`src/pfcs_pkg.sv`:
```
// pfcs_pkg: constants, command codes and carrier types for the flash host
package pfcs_pkg;

  // ----------------------------------------------------------------------
  // widths
  // ----------------------------------------------------------------------
  localparam int ADDR_W = 19;              // address_bus, largest variant
  localparam int DATA_W = 8;               // data_bus width

  // ----------------------------------------------------------------------
  // command bus-cycle addresses and data
  // ----------------------------------------------------------------------
  localparam logic [ADDR_W-1:0] ADDR_UNLOCK1 = 19'h0_0555;
  localparam logic [ADDR_W-1:0] ADDR_UNLOCK2 = 19'h0_02AA;
  localparam logic [DATA_W-1:0] DAT_UNLOCK1  = 8'hAA;
  localparam logic [DATA_W-1:0] DAT_UNLOCK2  = 8'h55;
  localparam logic [DATA_W-1:0] DAT_PROGRAM  = 8'hA0;
  localparam logic [DATA_W-1:0] DAT_ERASE    = 8'h80;
  localparam logic [DATA_W-1:0] DAT_CHIP     = 8'h10;
  localparam logic [DATA_W-1:0] DAT_SECTOR   = 8'h30;
  localparam logic [DATA_W-1:0] DAT_BLOCK    = 8'h50;
  localparam logic [DATA_W-1:0] DAT_ID_ENTRY = 8'h90;
  localparam logic [DATA_W-1:0] DAT_ID_EXIT  = 8'hF0;

  // sector is 4 kbyte, block is 64 kbyte: low offset bits cleared
  localparam logic [ADDR_W-1:0] SECTOR_MASK  = 19'h7_F000;
  localparam logic [ADDR_W-1:0] BLOCK_MASK   = 19'h7_0000;

  // status bit positions on a read
  localparam int POLL_BIT   = 7;           // poll_status_bit
  localparam int TOGGLE_BIT = 6;           // toggle_status_bit

  // ----------------------------------------------------------------------
  // timing
  // ----------------------------------------------------------------------
  localparam int CLK_NS        = 10;       // 100 MHz
  localparam int NOISE_NS      = 5;        // shortest strobe the part takes
  localparam int NOISE_CYC     = (NOISE_NS + CLK_NS - 1) / CLK_NS;
  localparam int WR_MARGIN_CYC = 3;        // extra width over the filter
  localparam int WR_LOW_CYC    = NOISE_CYC + WR_MARGIN_CYC;
  localparam int WR_REC_CYC    = 2;        // strobe high between writes
  localparam int RD_WAIT_CYC   = 6;        // access time plus sync depth
  localparam int CNT_W         = 4;

  // ----------------------------------------------------------------------
  // user commands
  // ----------------------------------------------------------------------
  typedef enum logic [3:0] {
    OP_READ         = 4'h0,
    OP_READ_HWID    = 4'h1,
    OP_PROGRAM      = 4'h2,
    OP_CHIP_ERASE   = 4'h3,
    OP_SECTOR_ERASE = 4'h4,
    OP_BLOCK_ERASE  = 4'h5,
    OP_ID_ENTRY     = 4'h6,
    OP_ID_EXIT      = 4'h7,
    OP_ID_RESET     = 4'h8
  } pfcs_op_type;

  typedef struct packed {
    pfcs_op_type         op;               // what to do
    logic [ADDR_W-1:0]   addr;             // target address
    logic [DATA_W-1:0]   data;             // program data
  } pfcs_cmd_type;

  typedef struct packed {
    logic                ce_n;             // chip select, low active
    logic                oe_n;             // output enable, low active
    logic                we_n;             // write strobe, low active
    logic [ADDR_W-1:0]   addr;             // address_bus
  } pfcs_pins_type;

  typedef struct packed {
    logic [ADDR_W-1:0]   addr;             // bus cycle address
    logic [DATA_W-1:0]   data;             // bus cycle data
  } pfcs_step_type;

endpackage

```
`src/pfcs_host.sv`:
```
// pfcs_host: host controller driving a byte-wide parallel flash
`timescale 1ns/1ns
// What this block and the flash it drives do
// read: select low, output enable low, strobe high
// address and data held across whole strobe
// select held high while idle, no access
// never drive data while output enable low
// id voltage raised only for hardware id reads
// software id entry is three writes
// program is four write cycles
// fourth program write carries address and data
// device self-times; host only polls status
// program clears bits only; erase restores ones
// chip erase is six writes, starts immediately
// no command issued while erase runs
// after erase completes host returns idle
// sector erase address cleared below 4 kbyte
// block erase address cleared below 64 kbyte
// small part: block erase becomes chip erase
// program polling: bit 7 inverted until done
// erase polling: bit 7 zero until done
// done when bit 6 stops toggling
// toggle read at any address
// write: select, strobe low, output enable high
// strobe low far longer than noise filter
// every command opens with unlock pair; the short id exit is one F0h write with no unlock
// erase: unlock, 80h, unlock, final code
// id entry 90h; exit F0h, short or long
// id codes at low addresses zero and one
// aborted sequence returns device to read
module pfcs_host (
  input  wire logic                        clk,
  input  wire logic                        rst_n,
  input  wire logic                        small_density,
  input  wire logic                        cmd_valid,
  output      logic                        cmd_ready,
  input  wire pfcs_pkg::pfcs_cmd_type      cmd,
  output      logic                        rsp_valid,
  output      logic [pfcs_pkg::DATA_W-1:0] rsp_data,
  output      pfcs_pkg::pfcs_pins_type     pins,
  output      logic                        id_voltage_pin,
  output      logic [pfcs_pkg::DATA_W-1:0] data_bus_o,
  output      logic                        data_bus_oe,
  input  wire logic [pfcs_pkg::DATA_W-1:0] data_bus_i
);

  // ----------------------------------------------------------------------
  // reset release and input synchroniser
  // ----------------------------------------------------------------------
  logic [1:0]                  rst_sync_q;   // reset release chain
  logic                        rst_n_sync;   // released reset
  logic [pfcs_pkg::DATA_W-1:0] din_meta_q;   // first sync stage
  logic [pfcs_pkg::DATA_W-1:0] din_sync_q;   // second sync stage

  // release reset through two flops, assert at once
  always_ff @(posedge clk or negedge rst_n) begin
    if (!rst_n) begin
      rst_sync_q <= 2'h0;
    end else begin
      rst_sync_q <= {rst_sync_q[0], 1'b1};
    end
  end
  assign rst_n_sync = rst_sync_q[1];

  // data pins come from another chip, so they are synchronised first
  always_ff @(posedge clk or negedge rst_n_sync) begin
    if (!rst_n_sync) begin
      din_meta_q <= 8'h00;
      din_sync_q <= 8'h00;
    end else begin
      din_meta_q <= data_bus_i;
      din_sync_q <= din_meta_q;
    end
  end

  // ----------------------------------------------------------------------
  // command sequence table
  // ----------------------------------------------------------------------
  // bus cycle number idx of a command; unlock pair shared by all but the short id exit
  function automatic pfcs_pkg::pfcs_step_type seq_step(
    input pfcs_pkg::pfcs_cmd_type c,
    input logic [2:0]             idx
  );
    pfcs_pkg::pfcs_step_type s;
    s.addr = pfcs_pkg::ADDR_UNLOCK1;
    s.data = pfcs_pkg::DAT_UNLOCK1;
    if (c.op == pfcs_pkg::OP_ID_RESET) begin
      s.addr = c.addr;                          // short exit, any address
      s.data = pfcs_pkg::DAT_ID_EXIT;
    end else begin
      case (idx)
        3'h1, 3'h4: begin
          s.addr = pfcs_pkg::ADDR_UNLOCK2;
          s.data = pfcs_pkg::DAT_UNLOCK2;
        end
        3'h2: begin
          case (c.op)
            pfcs_pkg::OP_PROGRAM:  s.data = pfcs_pkg::DAT_PROGRAM;
            pfcs_pkg::OP_ID_ENTRY: s.data = pfcs_pkg::DAT_ID_ENTRY;
            pfcs_pkg::OP_ID_EXIT:  s.data = pfcs_pkg::DAT_ID_EXIT;
            default:               s.data = pfcs_pkg::DAT_ERASE;
          endcase
        end
        3'h3: begin
          if (c.op == pfcs_pkg::OP_PROGRAM) begin
            s.addr = c.addr;
            s.data = c.data;
          end
        end
        3'h5: begin
          case (c.op)
            pfcs_pkg::OP_SECTOR_ERASE: begin
              s.addr = c.addr & pfcs_pkg::SECTOR_MASK;
              s.data = pfcs_pkg::DAT_SECTOR;
            end
            pfcs_pkg::OP_BLOCK_ERASE: begin
              s.addr = c.addr & pfcs_pkg::BLOCK_MASK;
              s.data = pfcs_pkg::DAT_BLOCK;
            end
            default: s.data = pfcs_pkg::DAT_CHIP;
          endcase
        end
        default: ;                              // unlock first write
      endcase
    end
    return s;
  endfunction

  // index of the last write of a command
  function automatic logic [2:0] seq_last(input pfcs_pkg::pfcs_op_type op);
    case (op)
      pfcs_pkg::OP_PROGRAM:                         return 3'h3;
      pfcs_pkg::OP_ID_ENTRY, pfcs_pkg::OP_ID_EXIT:  return 3'h2;
      pfcs_pkg::OP_ID_RESET:                        return 3'h0;
      default:                                      return 3'h5;
    endcase
  endfunction

  // ----------------------------------------------------------------------
  // sequencer state
  // ----------------------------------------------------------------------
  typedef enum logic [5:0] {
    ST_IDLE   = 6'h01,      // waiting for a command
    ST_WR_LOW = 6'h02,      // strobe low, data driven
    ST_WR_REC = 6'h04,      // strobe high between writes
    ST_RD     = 6'h08,      // read cycle in progress
    ST_GAP    = 6'h10,      // deselect gap, evaluate status
    ST_DONE   = 6'h20       // answer to the user
  } pfcs_state_type;

  pfcs_state_type              state_q;     // current state
  pfcs_state_type              state_d;     // next state
  pfcs_pkg::pfcs_cmd_type      cmd_q;       // command being run
  pfcs_pkg::pfcs_cmd_type      cmd_fix;     // command after remap
  logic [2:0]                  step_q;      // current bus cycle
  logic [pfcs_pkg::CNT_W-1:0]  cnt_q;       // cycles in this state
  logic                        polling_q;   // status polling active
  logic                        first_q;     // first status read
  logic                        prev_tgl_q;  // previous toggle bit
  logic [pfcs_pkg::DATA_W-1:0] rd_data_q;   // last byte read
  pfcs_pkg::pfcs_step_type     step_now;    // decoded bus cycle
  logic                        cnt_end;     // state time elapsed
  logic                        is_read;     // plain or id read
  logic                        toggling;    // bit 6 moved

  // small part has no block erase, so run chip erase instead
  assign cmd_fix.op   = (small_density &&
                         cmd.op == pfcs_pkg::OP_BLOCK_ERASE) ?
                        pfcs_pkg::OP_CHIP_ERASE : cmd.op;
  assign cmd_fix.addr = cmd.addr;
  assign cmd_fix.data = cmd.data;

  assign step_now = seq_step(cmd_q, step_q);
  assign is_read  = (cmd_fix.op == pfcs_pkg::OP_READ) ||
                    (cmd_fix.op == pfcs_pkg::OP_READ_HWID);
  assign toggling = rd_data_q[pfcs_pkg::TOGGLE_BIT] != prev_tgl_q;
  assign cnt_end  =
    (state_q == ST_WR_LOW &&
     cnt_q == pfcs_pkg::CNT_W'(pfcs_pkg::WR_LOW_CYC - 1)) ||
    (state_q == ST_WR_REC &&
     cnt_q == pfcs_pkg::CNT_W'(pfcs_pkg::WR_REC_CYC - 1)) ||
    (state_q == ST_RD &&
     cnt_q == pfcs_pkg::CNT_W'(pfcs_pkg::RD_WAIT_CYC - 1));

  // next state; the device times its own work, the host only polls
  always_comb begin
    state_d = state_q;
    case (state_q)
      ST_IDLE: begin
        if (cmd_valid) begin
          state_d = is_read ? ST_RD : ST_WR_LOW;
        end
      end
      ST_WR_LOW: begin
        if (cnt_end) begin
          state_d = ST_WR_REC;
        end
      end
      ST_WR_REC: begin
        if (cnt_end) begin
          if (step_q != seq_last(cmd_q.op)) begin
            state_d = ST_WR_LOW;
          end else if (seq_last(cmd_q.op) >= 3'h3) begin
            state_d = ST_RD;
          end else begin
            state_d = ST_DONE;
          end
        end
      end
      ST_RD: begin
        if (cnt_end) begin
          state_d = ST_GAP;
        end
      end
      ST_GAP: begin
        // done once bit 6 holds still between two reads
        if (!polling_q || (!first_q && !toggling)) begin
          state_d = ST_DONE;
        end else begin
          state_d = ST_RD;
        end
      end
      ST_DONE:  state_d = ST_IDLE;
      default:  state_d = ST_IDLE;
    endcase
  end

  // state, counters and captured data
  always_ff @(posedge clk or negedge rst_n_sync) begin
    if (!rst_n_sync) begin
      state_q    <= ST_IDLE;
      cmd_q      <= '0;
      step_q     <= 3'h0;
      cnt_q      <= '0;
      polling_q  <= 1'b0;
      first_q    <= 1'b0;
      prev_tgl_q <= 1'b0;
      rd_data_q  <= 8'h00;
    end else begin
      state_q <= state_d;
      cnt_q   <= (state_d != state_q) ? '0 : cnt_q + 1'b1;
      if (state_q == ST_IDLE && cmd_valid) begin
        cmd_q     <= cmd_fix;
        step_q    <= 3'h0;
        polling_q <= 1'b0;
      end
      if (state_q == ST_WR_REC && cnt_end) begin
        step_q    <= step_q + 3'h1;
        polling_q <= 1'b1;
        first_q   <= 1'b1;
      end
      if (state_q == ST_RD && cnt_end) begin
        rd_data_q <= din_sync_q;
      end
      if (state_q == ST_GAP) begin
        first_q    <= 1'b0;
        prev_tgl_q <= rd_data_q[pfcs_pkg::TOGGLE_BIT];
      end
    end
  end

  // ----------------------------------------------------------------------
  // pin decode
  // ----------------------------------------------------------------------
  // strobes are decoded from the one-hot state flops alone; ce_n covers two of its states
  assign pins.we_n = !(state_q == ST_WR_LOW);
  assign pins.oe_n = !(state_q == ST_RD);
  assign pins.ce_n = !(state_q == ST_WR_LOW || state_q == ST_RD);
  // write address held through recovery so it never moves under a strobe
  assign pins.addr = (state_q == ST_WR_LOW || state_q == ST_WR_REC) ?
                     step_now.addr : cmd_q.addr;
  assign data_bus_o  = step_now.data;
  assign data_bus_oe = (state_q == ST_WR_LOW);
  assign id_voltage_pin = (state_q == ST_RD) &&
                          (cmd_q.op == pfcs_pkg::OP_READ_HWID);
  assign cmd_ready = (state_q == ST_IDLE);
  assign rsp_valid = (state_q == ST_DONE);
  assign rsp_data  = rd_data_q;
endmodule

```
`config.mk`:
```
export PLATFORM = sky130hd
export DESIGN_NAME = pfcs_host
export DESIGN_NICKNAME = d
export VERILOG_FILES = /design/src/pfcs_pkg.sv /design/src/pfcs_host.sv
export SDC_FILE = /design/constraint.sdc
export NUM_CORES = 1
export LEC_CHECK = 0
export ABC_AREA = 1
export BUFFER_PORTS_ARGS = -buffer_cell sky130_fd_sc_hd__buf_2
export CAP_MARGIN = 20
export CORE_MARGIN = 2
export CORE_UTILIZATION = 39
export DETAILED_ROUTE_END_ITERATION = 10
export PLACE_DENSITY = 0.59
export SLEW_MARGIN = 20
export SYNTH_ARGS = -nofsm -noshare
export SYNTH_HDL_FRONTEND = slang
export SYNTH_SLANG_ARGS = --single-unit
```
`constraint.sdc`:
```
create_clock -name clk -period 3 [get_ports clk]
set_input_delay 0.3 -clock clk [delete_from_list [all_inputs] [get_ports clk]]
set_output_delay 0.3 -clock clk [all_outputs]
set_load 0.005 [all_outputs]
```
# After elaboration in Yosys (flattened, before gate mapping)
# Cells that the tools add are included.
# totals
word_cells	99
ff_bits	73
# classes
reduce_logical	26
magnitude_cmp	1
n_eq_ne	26
add_sub_neg	2
mux	31
# ops
operator	n
19-bit case mux with 3 select lines	1
27-bit 2-to-1 mux	2
6-bit 2-to-1 mux	7
19-bit case mux with 2 select lines	1
8-bit case mux with 4 select lines	1
6-bit case mux with 5 select lines	1
4-bit by 3-bit == test with 1-bit output (second input constant)	6
3-bit 2-to-1 mux	7
7-bit case mux with 3 select lines	1
19-bit 2-to-1 mux	1
7-bit case mux with 2 select lines	1
4-bit by 1-bit == test with 1-bit output (second input constant)	3
4-bit 2-to-1 mux	3
1-bit logical AND	9
3-bit case mux with 3 select lines	1
4-bit by 2-bit == test with 1-bit output (second input constant)	2
3-bit by 2-bit == test with 1-bit output (second input constant)	2
3-bit == test (second input constant)	2
6-bit by 1-bit == test with 1-bit output (second input constant)	1
6-bit by 2-bit == test with 1-bit output (second input constant)	1
6-bit by 3-bit == test with 1-bit output (second input constant)	1
6-bit by 4-bit == test with 1-bit output (second input constant)	1
6-bit by 5-bit == test with 1-bit output (second input constant)	1
6-bit == test (second input constant)	1
other kinds (14)	29

# Logic depth before layout (Yosys ltp)
# Gate-level depths: netlist (run 1).
# depth
ltp_word	17
mapped_depth	10
ltp_nobuf	10

# Worst setup path after synthesis (run 1)
# No wires, ideal clock.
# synth_path
path_type	register to output
startpoint	register step_q[1]
endpoint	output data_bus_o[1] in the netlist's numbering
t_required_ns	2.700
n_path_buf	0
setup_slack_ns	1.315
path_stages_with_launch	10
t_arrival_ns	1.385
path_cell_list	dfrtp_1 inv_1 ha_1 nand2_1 nand2_1 nor2_1 nand2_2 nor2_1 inv_1 a21oi_1
# synth_between
elab_chain_len	4
word_cells_on_any_way	8
classes_between	5 x eq/ne; 2 x mux; 1 x reduce/logical
# synth_lines
item	line_no	rtl
start: declaration	pfcs_host.sv:155	logic [2:0] step_q;
start signal: assignment	pfcs_host.sv:248	step_q <= step_q + 3'h1;
3-bit by 1-bit == test with 1-bit output / 3-bit == test (equally long branches)	pfcs_host.sv:91	case (idx)
2-bit OR reduction	pfcs_host.sv:91	
8-bit case mux with 4 select lines (*)	pfcs_host.sv:91	
27-bit 2-to-1 mux (*)	pfcs_host.sv:87	if (c.op == pfcs_pkg::OP_ID_RESET) begin
end: declaration	pfcs_host.sv:42	output logic [pfcs_pkg::DATA_W-1:0] data_bus_o,
# Mark *: on every way between the ends. The rest lies on a longest branch, timed or not.

==> impl_metrics.py, run 1 <==
metrics = {
    "run_status": {
        "outcome": "complete, no violations",
    },
    "synthesis": {
        "synth-seq-cells": 73,
        "synth_compound_area_frac": 0.107,
        "synth_top_family_by_area": "simple AND/OR/NAND/NOR gates",
        "synth-xor-area-share": 0.00499,
        "synth_top_area_frac": 0.513,
        "synth.largest_area_cell": "dfrtp_1",
        "synth_fp_nets": 475,
        "ys_warn_count": 0,
        "synth_mux_area_frac": 0,
        "yosys.area_share.simple": 0.258,
        "syn-cell-area_sq_um": 3510,
        "synth.area.top_cells": "dfrtp_1 51%, nand2_1 14%, o21ai_0 5.8%",
        "synthTopCellsByCount": "134 x nand2_1, 72 x dfrtp_1, 52 x inv_1, 41 x o21ai_0, 31 x nor2_1",
        "synthMostInstantiatedCell": "nand2_1",
        "synth_cell_types": 35,
        "synth-seq-area-share": 0.521,
        "synth-adder-area-share": 0.0249,
        "async_flop_share": 1.00,
        "syn-mean-instance-area_sq_um": 8.26,
        "synth_edf_count": 0,
        "synth_flop_cell": "dfrtp_1",
        "synthCells": 425,
    },
    "finish": {
        "finalNonFillerCells": 627,
        "fin_nets": 564,
        "syn2layout_area_growth_pct": 21.4,
        "n_antenna_cell": 0,
        "drive_gt1_frac": 0.237,
    },
    "detailed_routing": {
        "drt_wl_total_microns": 7910,
        "ant_nets": 0,
        "drt_iter0_markers": 144,
        "viasPerCell": 4.76,
        "first_pass_iters": 4,
        "vias": 2987,
        "avgRoutedWirePerCell_microns": 12.6,
        "drc": 0,
    },
    "sta": {
        "hold_violations": 0,
        "min_period_ns": 2.48,
        "setup-tns-final_ns": 0,
        "setup_ws_ns": 0.516,
        "relSlewSlack": 0.442,
        "worst_slew_pin_slew_ns": 0.837,
        "fmax_mhz": 403,
        "fin_hold_ws_ns": 0.0453,
        "post-route-period-util": 0.828,
        "clock_skew_ns": 0.00608,
        "drv_slew": 0,
        "setup_viol": 0,
        "rsz0062_at_grt": "false",
    },
    "floorplanning": {
        "die_height_microns": 98.9,
        "core_area_sq_um": 8720,
        "num_rows": 34,
        "top_level_ports": 85,
        "initial_core_util": 0.403,
        "fp.dieW_microns": 98.9,
        "dieArea_sq_um": 9780,
    },
    "global_route": {
        "antenna_found_initial": 0,
        "grt_start_max_net_pins": 52,
        "grt-ovfl-total": 0,
        "grt_pass1_wl_microns": 13500,
        "grt_usage": 0.173,
        "grt_pass1_vias": 2997,
    },
    "clock_network": {
        "clk_latency_ns": 0.35,
        "cts_buffers": 9,
        "cts_max_path_buffers": 2,
        "tritoncts": "built",
        "postCtsSetupRepairBufs": 0,
        "cts-root-buf": "clkbuf_8",
        "path_clk_slew_ns": 0.08,
        "clkSinkCount": 73,
        "ctsHoldBuffers": 1,
        "cts-resized-gates": 0,
        "htreeDepth": 3,
    },
    "place": {
        "place.gp.congestion": 0.826,
        "port_buffers": 84,
        "placed_cells_incl_taps": 610,
        "dpl.hpwl_microns": 5940,
        "pre_cts_slack_ns": 0.888,
    },
    "critical_path": {
        "crit_chain": "ha_1 > ha_1 > inv_1 > nand2_2 > nand2_2 > o21ai_0 > o21ai_0 > buf_2",
        "critPathMaxFanout": 8,
        "slowest_delay_ns": 0.42,
        "crit_slowest_cell": "dfrtp_1",
        "critPathBufInv": 2,
        "cp.arrival_ns": 2.18,
        "end_kind": "output port",
        "startpoint_type": "register",
        "critPathRequiredTime_ns": 2.70,
        "critPathTopFamily": "adder cells",
        "worstSetupPathType": "reg2out",
    },
    "power_and_ir_drop": {
        "p_leak_uw": 0.00229,
        "power_density_nw_per_um2": 791,
        "vdd_drop_max_v": 0.000325,
    },
    "run": {
        "drv_cap": 0,
    },
    "min_path": {
        "hold_path.class": "in2reg",
    },
}
## worst paths after layout
kind                            cells after the start             to     startpoint  slack (ns)
worst max register to register                      8     state_q[5]       cnt_q[1]        1.19
min in group asynchronous                           2  rst_sync_q[1]          rst_n        0.25
worst min-delay path                                1  din_meta_q[3]  data_bus_i[3]        0.05
worst min register to register                      0  din_sync_q[6]  din_meta_q[6]        0.35
worst max-delay path                                8        pins[6]      step_q[1]        0.52
max in group asynchronous                           1      cmd_q[22]  rst_sync_q[1]        1.85
## registers in the layout, indices dropped and copies added, names as in the netlist
signal	flops
cmd_q	31
din_meta_q	8
din_sync_q	8
rsp_data	8
state_q	6
cnt_q	4
step_q	3
rst_sync_q	2
first_q	1
polling_q	1
prev_tgl_q	1
## routing by layer
| metal | global-route usage | routed length [microns] | vias to the layer above |
|---|---|---|---|
| met1 | 0.233 | 3700 | 1393 |
| met2 | 0.271 | 3740 | 60 |
| li1 | - | - | 1529 |
| met4 | 0.0464 | 72 | 0 |
| met3 | 0.0553 | 403 | 5 |
| met5 | 0 | 0 | - |
## per-stage QoR
stage	cell area (sq um)	power [uW]	utilization
final	4260	3370	0.489
after global routing	4260	3640	0.489
after CTS	4260	3410	0.489
after detailed placement	4010	2460	0.460
after global placement	4010	2440	0.460
after floorplan	3510	2110	-
## cell type report
cell class / instances / area (sq um)
tap: 108 / 135
timing repair buffer: 87 / 445
fill: 838 / 4460
multi-input combinational: 287 / 1390
clock inverter: 6 / 116
clock buffer: 10 / 128
sequential: 73 / 1830
inverter: 56 / 216
## power breakdown
part	total (uW)	switching, uW	internal (uW)	leakage (uW)
clock	945	388	557	0.000121
combinational	1040	644	401	0.00126
sequential	1380	154	1230	0.000916
## cell families (layout without fill, tap and decap cells)
kind of cell               count (synthesis)  after routing
and+or+nand+nor                          206            206
DFF                                       73             73
AOI/OAI and AO/OA                         71             71
buffers and inverters                     65            159
adders and majority gates                  7              7
xor gates and xnor gates                   2              2
other                                      1              1
## worst register-to-register path: stages, from the launching register on
cell     delay (ns)
dfrtp_1        0.40
inv_1          0.07
ha_1           0.16
inv_1          0.04
nor2_1         0.11
nand3_1        0.39
nand3_1        0.28
nand2_1        0.09
o21ai_1        0.19
## cell usage in the layout (no fill, tap or decap), types with 2 or more instances in the layout
master and instances:
nor3_2 2, nand2_2 3, nand2_4 2, o21ai_1 7, clkinv_4 4, ha_1 7
o31ai_1 2, inv_1 52, nor2_2 2, nor2_1 31, nand2_1 134, nor3_1 3
inv_2 2, nand3_1 21, bufinv_16 3, clkbuf_8 9, a21oi_1 16, buf_4 2
o21ai_0 41, buf_2 84, nor2_4 3, dfrtp_1 71, o2111ai_1 2
No activity file was read; power rests on OpenSTA's default activity.
==> run 2, diff against run 1 <==
--- a/config.mk
+++ b/config.mk
@@ -5,13 +5,13 @@
 export SDC_FILE = /design/constraint.sdc
 export NUM_CORES = 1
 export LEC_CHECK = 0
-export ABC_AREA = 1
+export ABC_AREA = 0
 export BUFFER_PORTS_ARGS = -buffer_cell sky130_fd_sc_hd__buf_2
 export CAP_MARGIN = 20
 export CORE_MARGIN = 2
 export CORE_UTILIZATION = 39
 export DETAILED_ROUTE_END_ITERATION = 10
-export PLACE_DENSITY = 0.59
+export PLACE_DENSITY = 0.6
 export SLEW_MARGIN = 20
 export SYNTH_ARGS = -nofsm -noshare
 export SYNTH_HDL_FRONTEND = slang
==> constraint.sdc (replaced) <==
create_clock -name clk -period 2.3 [get_ports clk]
set_input_delay 0.23 -clock clk [delete_from_list [all_inputs] [get_ports clk]]
set_output_delay 0.23 -clock clk [all_outputs]
set_load 0.005 [all_outputs]
==> run 2 against run 1 <==
  * The flow now finishes with violations (setup timing)
  * Clock skew is 0.0039 ns higher
  * Design area is 8.4% higher
  * Synthesized cell count is 32% lower
  * Core utilization is 7.1 points higher
  * Power is 38% higher
  * Combinational power is 73% higher
  * Sequential share of layout area is 3.3 points lower
  * Die area is 4.5% lower
  * Critical path type unchanged
  * Critical endpoint is now pins[10]
  * Largest cell class unchanged
==> impl_metrics.py, run 2 <==
metrics = {
    "run_status": {
        "outcome": "finished with violations",
        "violations": "setup timing",
    },
    "detailed_routing": {
        "avgRoutedWirePerCell_microns": 14.2,
        "drt_iter0_markers": 114,
        "viasPerCell": 5.07,
        "drc": 0,
        "drt_wl_total_microns": 7610,
        "vias": 2713,
        "first_pass_iters": 4,
        "ant_nets": 0,
    },
    "run": {
        "drv_cap": 0,
    },
    "synthesis": {
        "ys_warn_count": 0,
        "async_flop_share": 1.00,
        "synthCells": 291,
        "synth-xor-area-share": 0.0105,
        "synth_compound_area_frac": 0.121,
        "synth_fp_nets": 341,
        "synth_cell_types": 54,
        "synthMostInstantiatedCell": "dfrtp_1",
        "synth.area.top_cells": "dfrtp_1 54%, mux2_2 13%, o21a_1 2.7%",
        "synth-seq-area-share": 0.547,
        "synth-adder-area-share": 0.0262,
        "yosys.area_share.simple": 0.138,
        "synth_mux_area_frac": 0.131,
        "synth_edf_count": 0,
        "synth_top_area_frac": 0.539,
        "synthTopCellsByCount": "72 x dfrtp_1, 38 x mux2_2, 22 x nand2_1, 16 x nor2_1, 14 x a21oi_1",
        "syn-cell-area_sq_um": 3340,
        "synth_top_family_by_area": "simple AND/OR/NAND/NOR gates",
        "synth_flop_cell": "dfrtp_1",
        "syn-mean-instance-area_sq_um": 11.5,
        "synth-seq-cells": 73,
        "synth.largest_area_cell": "dfrtp_1",
    },
    "finish": {
        "layout_commonest_cell": "buf_2",
        "layout_common_cells": "84 x buf_2, 71 x dfrtp_1, 38 x mux2_2",
        "finalNonFillerCells": 535,
        "fin_util": 0.560,
        "drive_gt1_frac": 0.477,
        "fin_nets": 475,
        "n_antenna_cell": 0,
        "regMostFlops": "cmd_q",
        "largest_reg_flops": 31,
        "syn2layout_area_growth_pct": 38.2,
    },
    "power_and_ir_drop": {
        "p_leak_uw": 0.00219,
        "power_uw": 4660,
        "power_density_nw_per_um2": 1010,
        "vdd_drop_max_v": 0.000856,
    },
    "sta": {
        "clock_skew_ns": 0.00996,
        "drv_slew": 0,
        "worst_slew_pin_slew_ns": 0.630,
        "relSlewSlack": 0.580,
        "setup_viol": 20,
        "min_period_ns": 2.73,
        "hold_violations": 0,
        "fmax_mhz": 367,
        "setup_ws_ns": -0.425,
        "rsz0062_at_grt": "true",
        "post-route-period-util": 1.18,
        "fin_hold_ws_ns": 0.0995,
    },
    "global_route": {
        "grt_pass1_wl_microns": 12900,
        "grt_pass1_vias": 2735,
        "grt-ovfl-total": 0,
        "antenna_found_initial": 0,
        "grt_usage": 0.167,
        "use_met1": 0.216,
        "top_usage_layer": "met2",
        "grt_start_max_net_pins": 44,
        "met2_usage": 0.277,
        "grtUsageMet3": 0.0491,
    },
    "place": {
        "placed_cells_incl_taps": 504,
        "port_buffers": 84,
        "pre_cts_slack_ns": -0.187,
        "place.gp.congestion": 0.904,
        "dpl.hpwl_microns": 5500,
    },
    "floorplanning": {
        "core_area_sq_um": 8260,
        "num_rows": 33,
        "die_height_microns": 96.6,
        "dieArea_sq_um": 9330,
        "initial_core_util": 0.405,
        "fp.dieW_microns": 96.6,
        "top_level_ports": 85,
    },
    "clock_network": {
        "cts-root-buf": "clkbuf_8",
        "clkSinkCount": 73,
        "path_clk_slew_ns": 0.09,
        "tritoncts": "built",
        "clk_latency_ns": 0.35,
        "htreeDepth": 3,
        "cts_max_path_buffers": 2,
        "cts_buffers": 9,
    },
    "critical_path": {
        "critPathBufInv": 1,
        "cp.arrival_ns": 2.50,
        "end_kind": "output port",
        "worstSetupPathType": "reg2out",
        "critPathMaxFanout": 6,
        "critPathTopFamily": "simple AND/OR/NAND/NOR gates",
        "crit_chain": "or4_4 > or2_4 > a21o_1 > or4b_4 > o21a_1 > buf_2",
        "slowest_delay_ns": 0.54,
        "critPathRequiredTime_ns": 2.07,
        "startpoint_type": "register",
        "crit_slowest_cell": "or4b_4",
    },
    "min_path": {
        "hold_path.class": "in2reg",
    },
}
## run 2: changes by cell type in the layout (fill, tap and decap cells not counted), sizes merged, moves of 5 or more
cell / change
nand2b: +5
buf: +38
nand3: -16
nor2b: +7
clkinv: -5
mux2: +38
o21ai: -37
o21a: +12
nand2: -117
nor2: -21
dlygate4sd3: +8
inv: -38
## run 2: kinds of logic after synthesis
logic type      Yosys count
flops                    73
xor+xnor                  4
mux                      39
buf+inv                  22
compound gates           61
fa+ha+maj                 7
other cells               1
simple gates             84
## run 2: metrics by stage
stage	cell area [sq um]	TNS, ns
global placement	4130	-1.35
finish	4620	-6.01
floorplan	3340	-0.389
detailed placement	4130	-1.42
global route	4620	-7.80
CTS	4480	-6.32
## run 2: repair_timing
action	in CTS	in global routing
hold buffers	9	0
pin swaps	1	6
resized for setup	16	21
hold endpoints to repair	10	0
setup endpoints to repair	22	30
buffers inserted	0	7
## run 2: cell type report
class,count,area (sq um)
well taps,105,131
flip-flops and latches,73,1830
clock buffers,9,124
fillers,737,3640
multi-input cells,196,1560
inverters,12,47.5
repair buffers,133,850
clock inverters,7,82.6
## run 2: worst paths after layout
check	startpoint	end	slack, ns	cells past startpoint
setup / recovery	state_q[4]	pins[10]	-0.43	6
hold / removal	cmd[24]	cmd_q[24]	0.1	2
setup reg to reg	state_q[4]	rsp_data[1]	0.09	9
hold reg to reg	rst_sync_q[1]	cmd_q[24]	0.29	0
max in group asynchronous	rst_sync_q[1]	state_q[0]	1.30	1
min in group asynchronous	rst_n	rst_sync_q[0]	0.17	2
## run 2: power by group
group	leakage (uW)	internal [uW]	switching, uW
registers	0.000904	1620	181
logic	0.00119	997	801
clock network	0.0000988	520	537
total	0.00219	3140	1520
## run 2: routing by layer
layer	part of all wire	routed length [microns]
met2	0.48	3640
met5	0	0
met4	0.015	113
met1	0.46	3480
met3	0.049	374
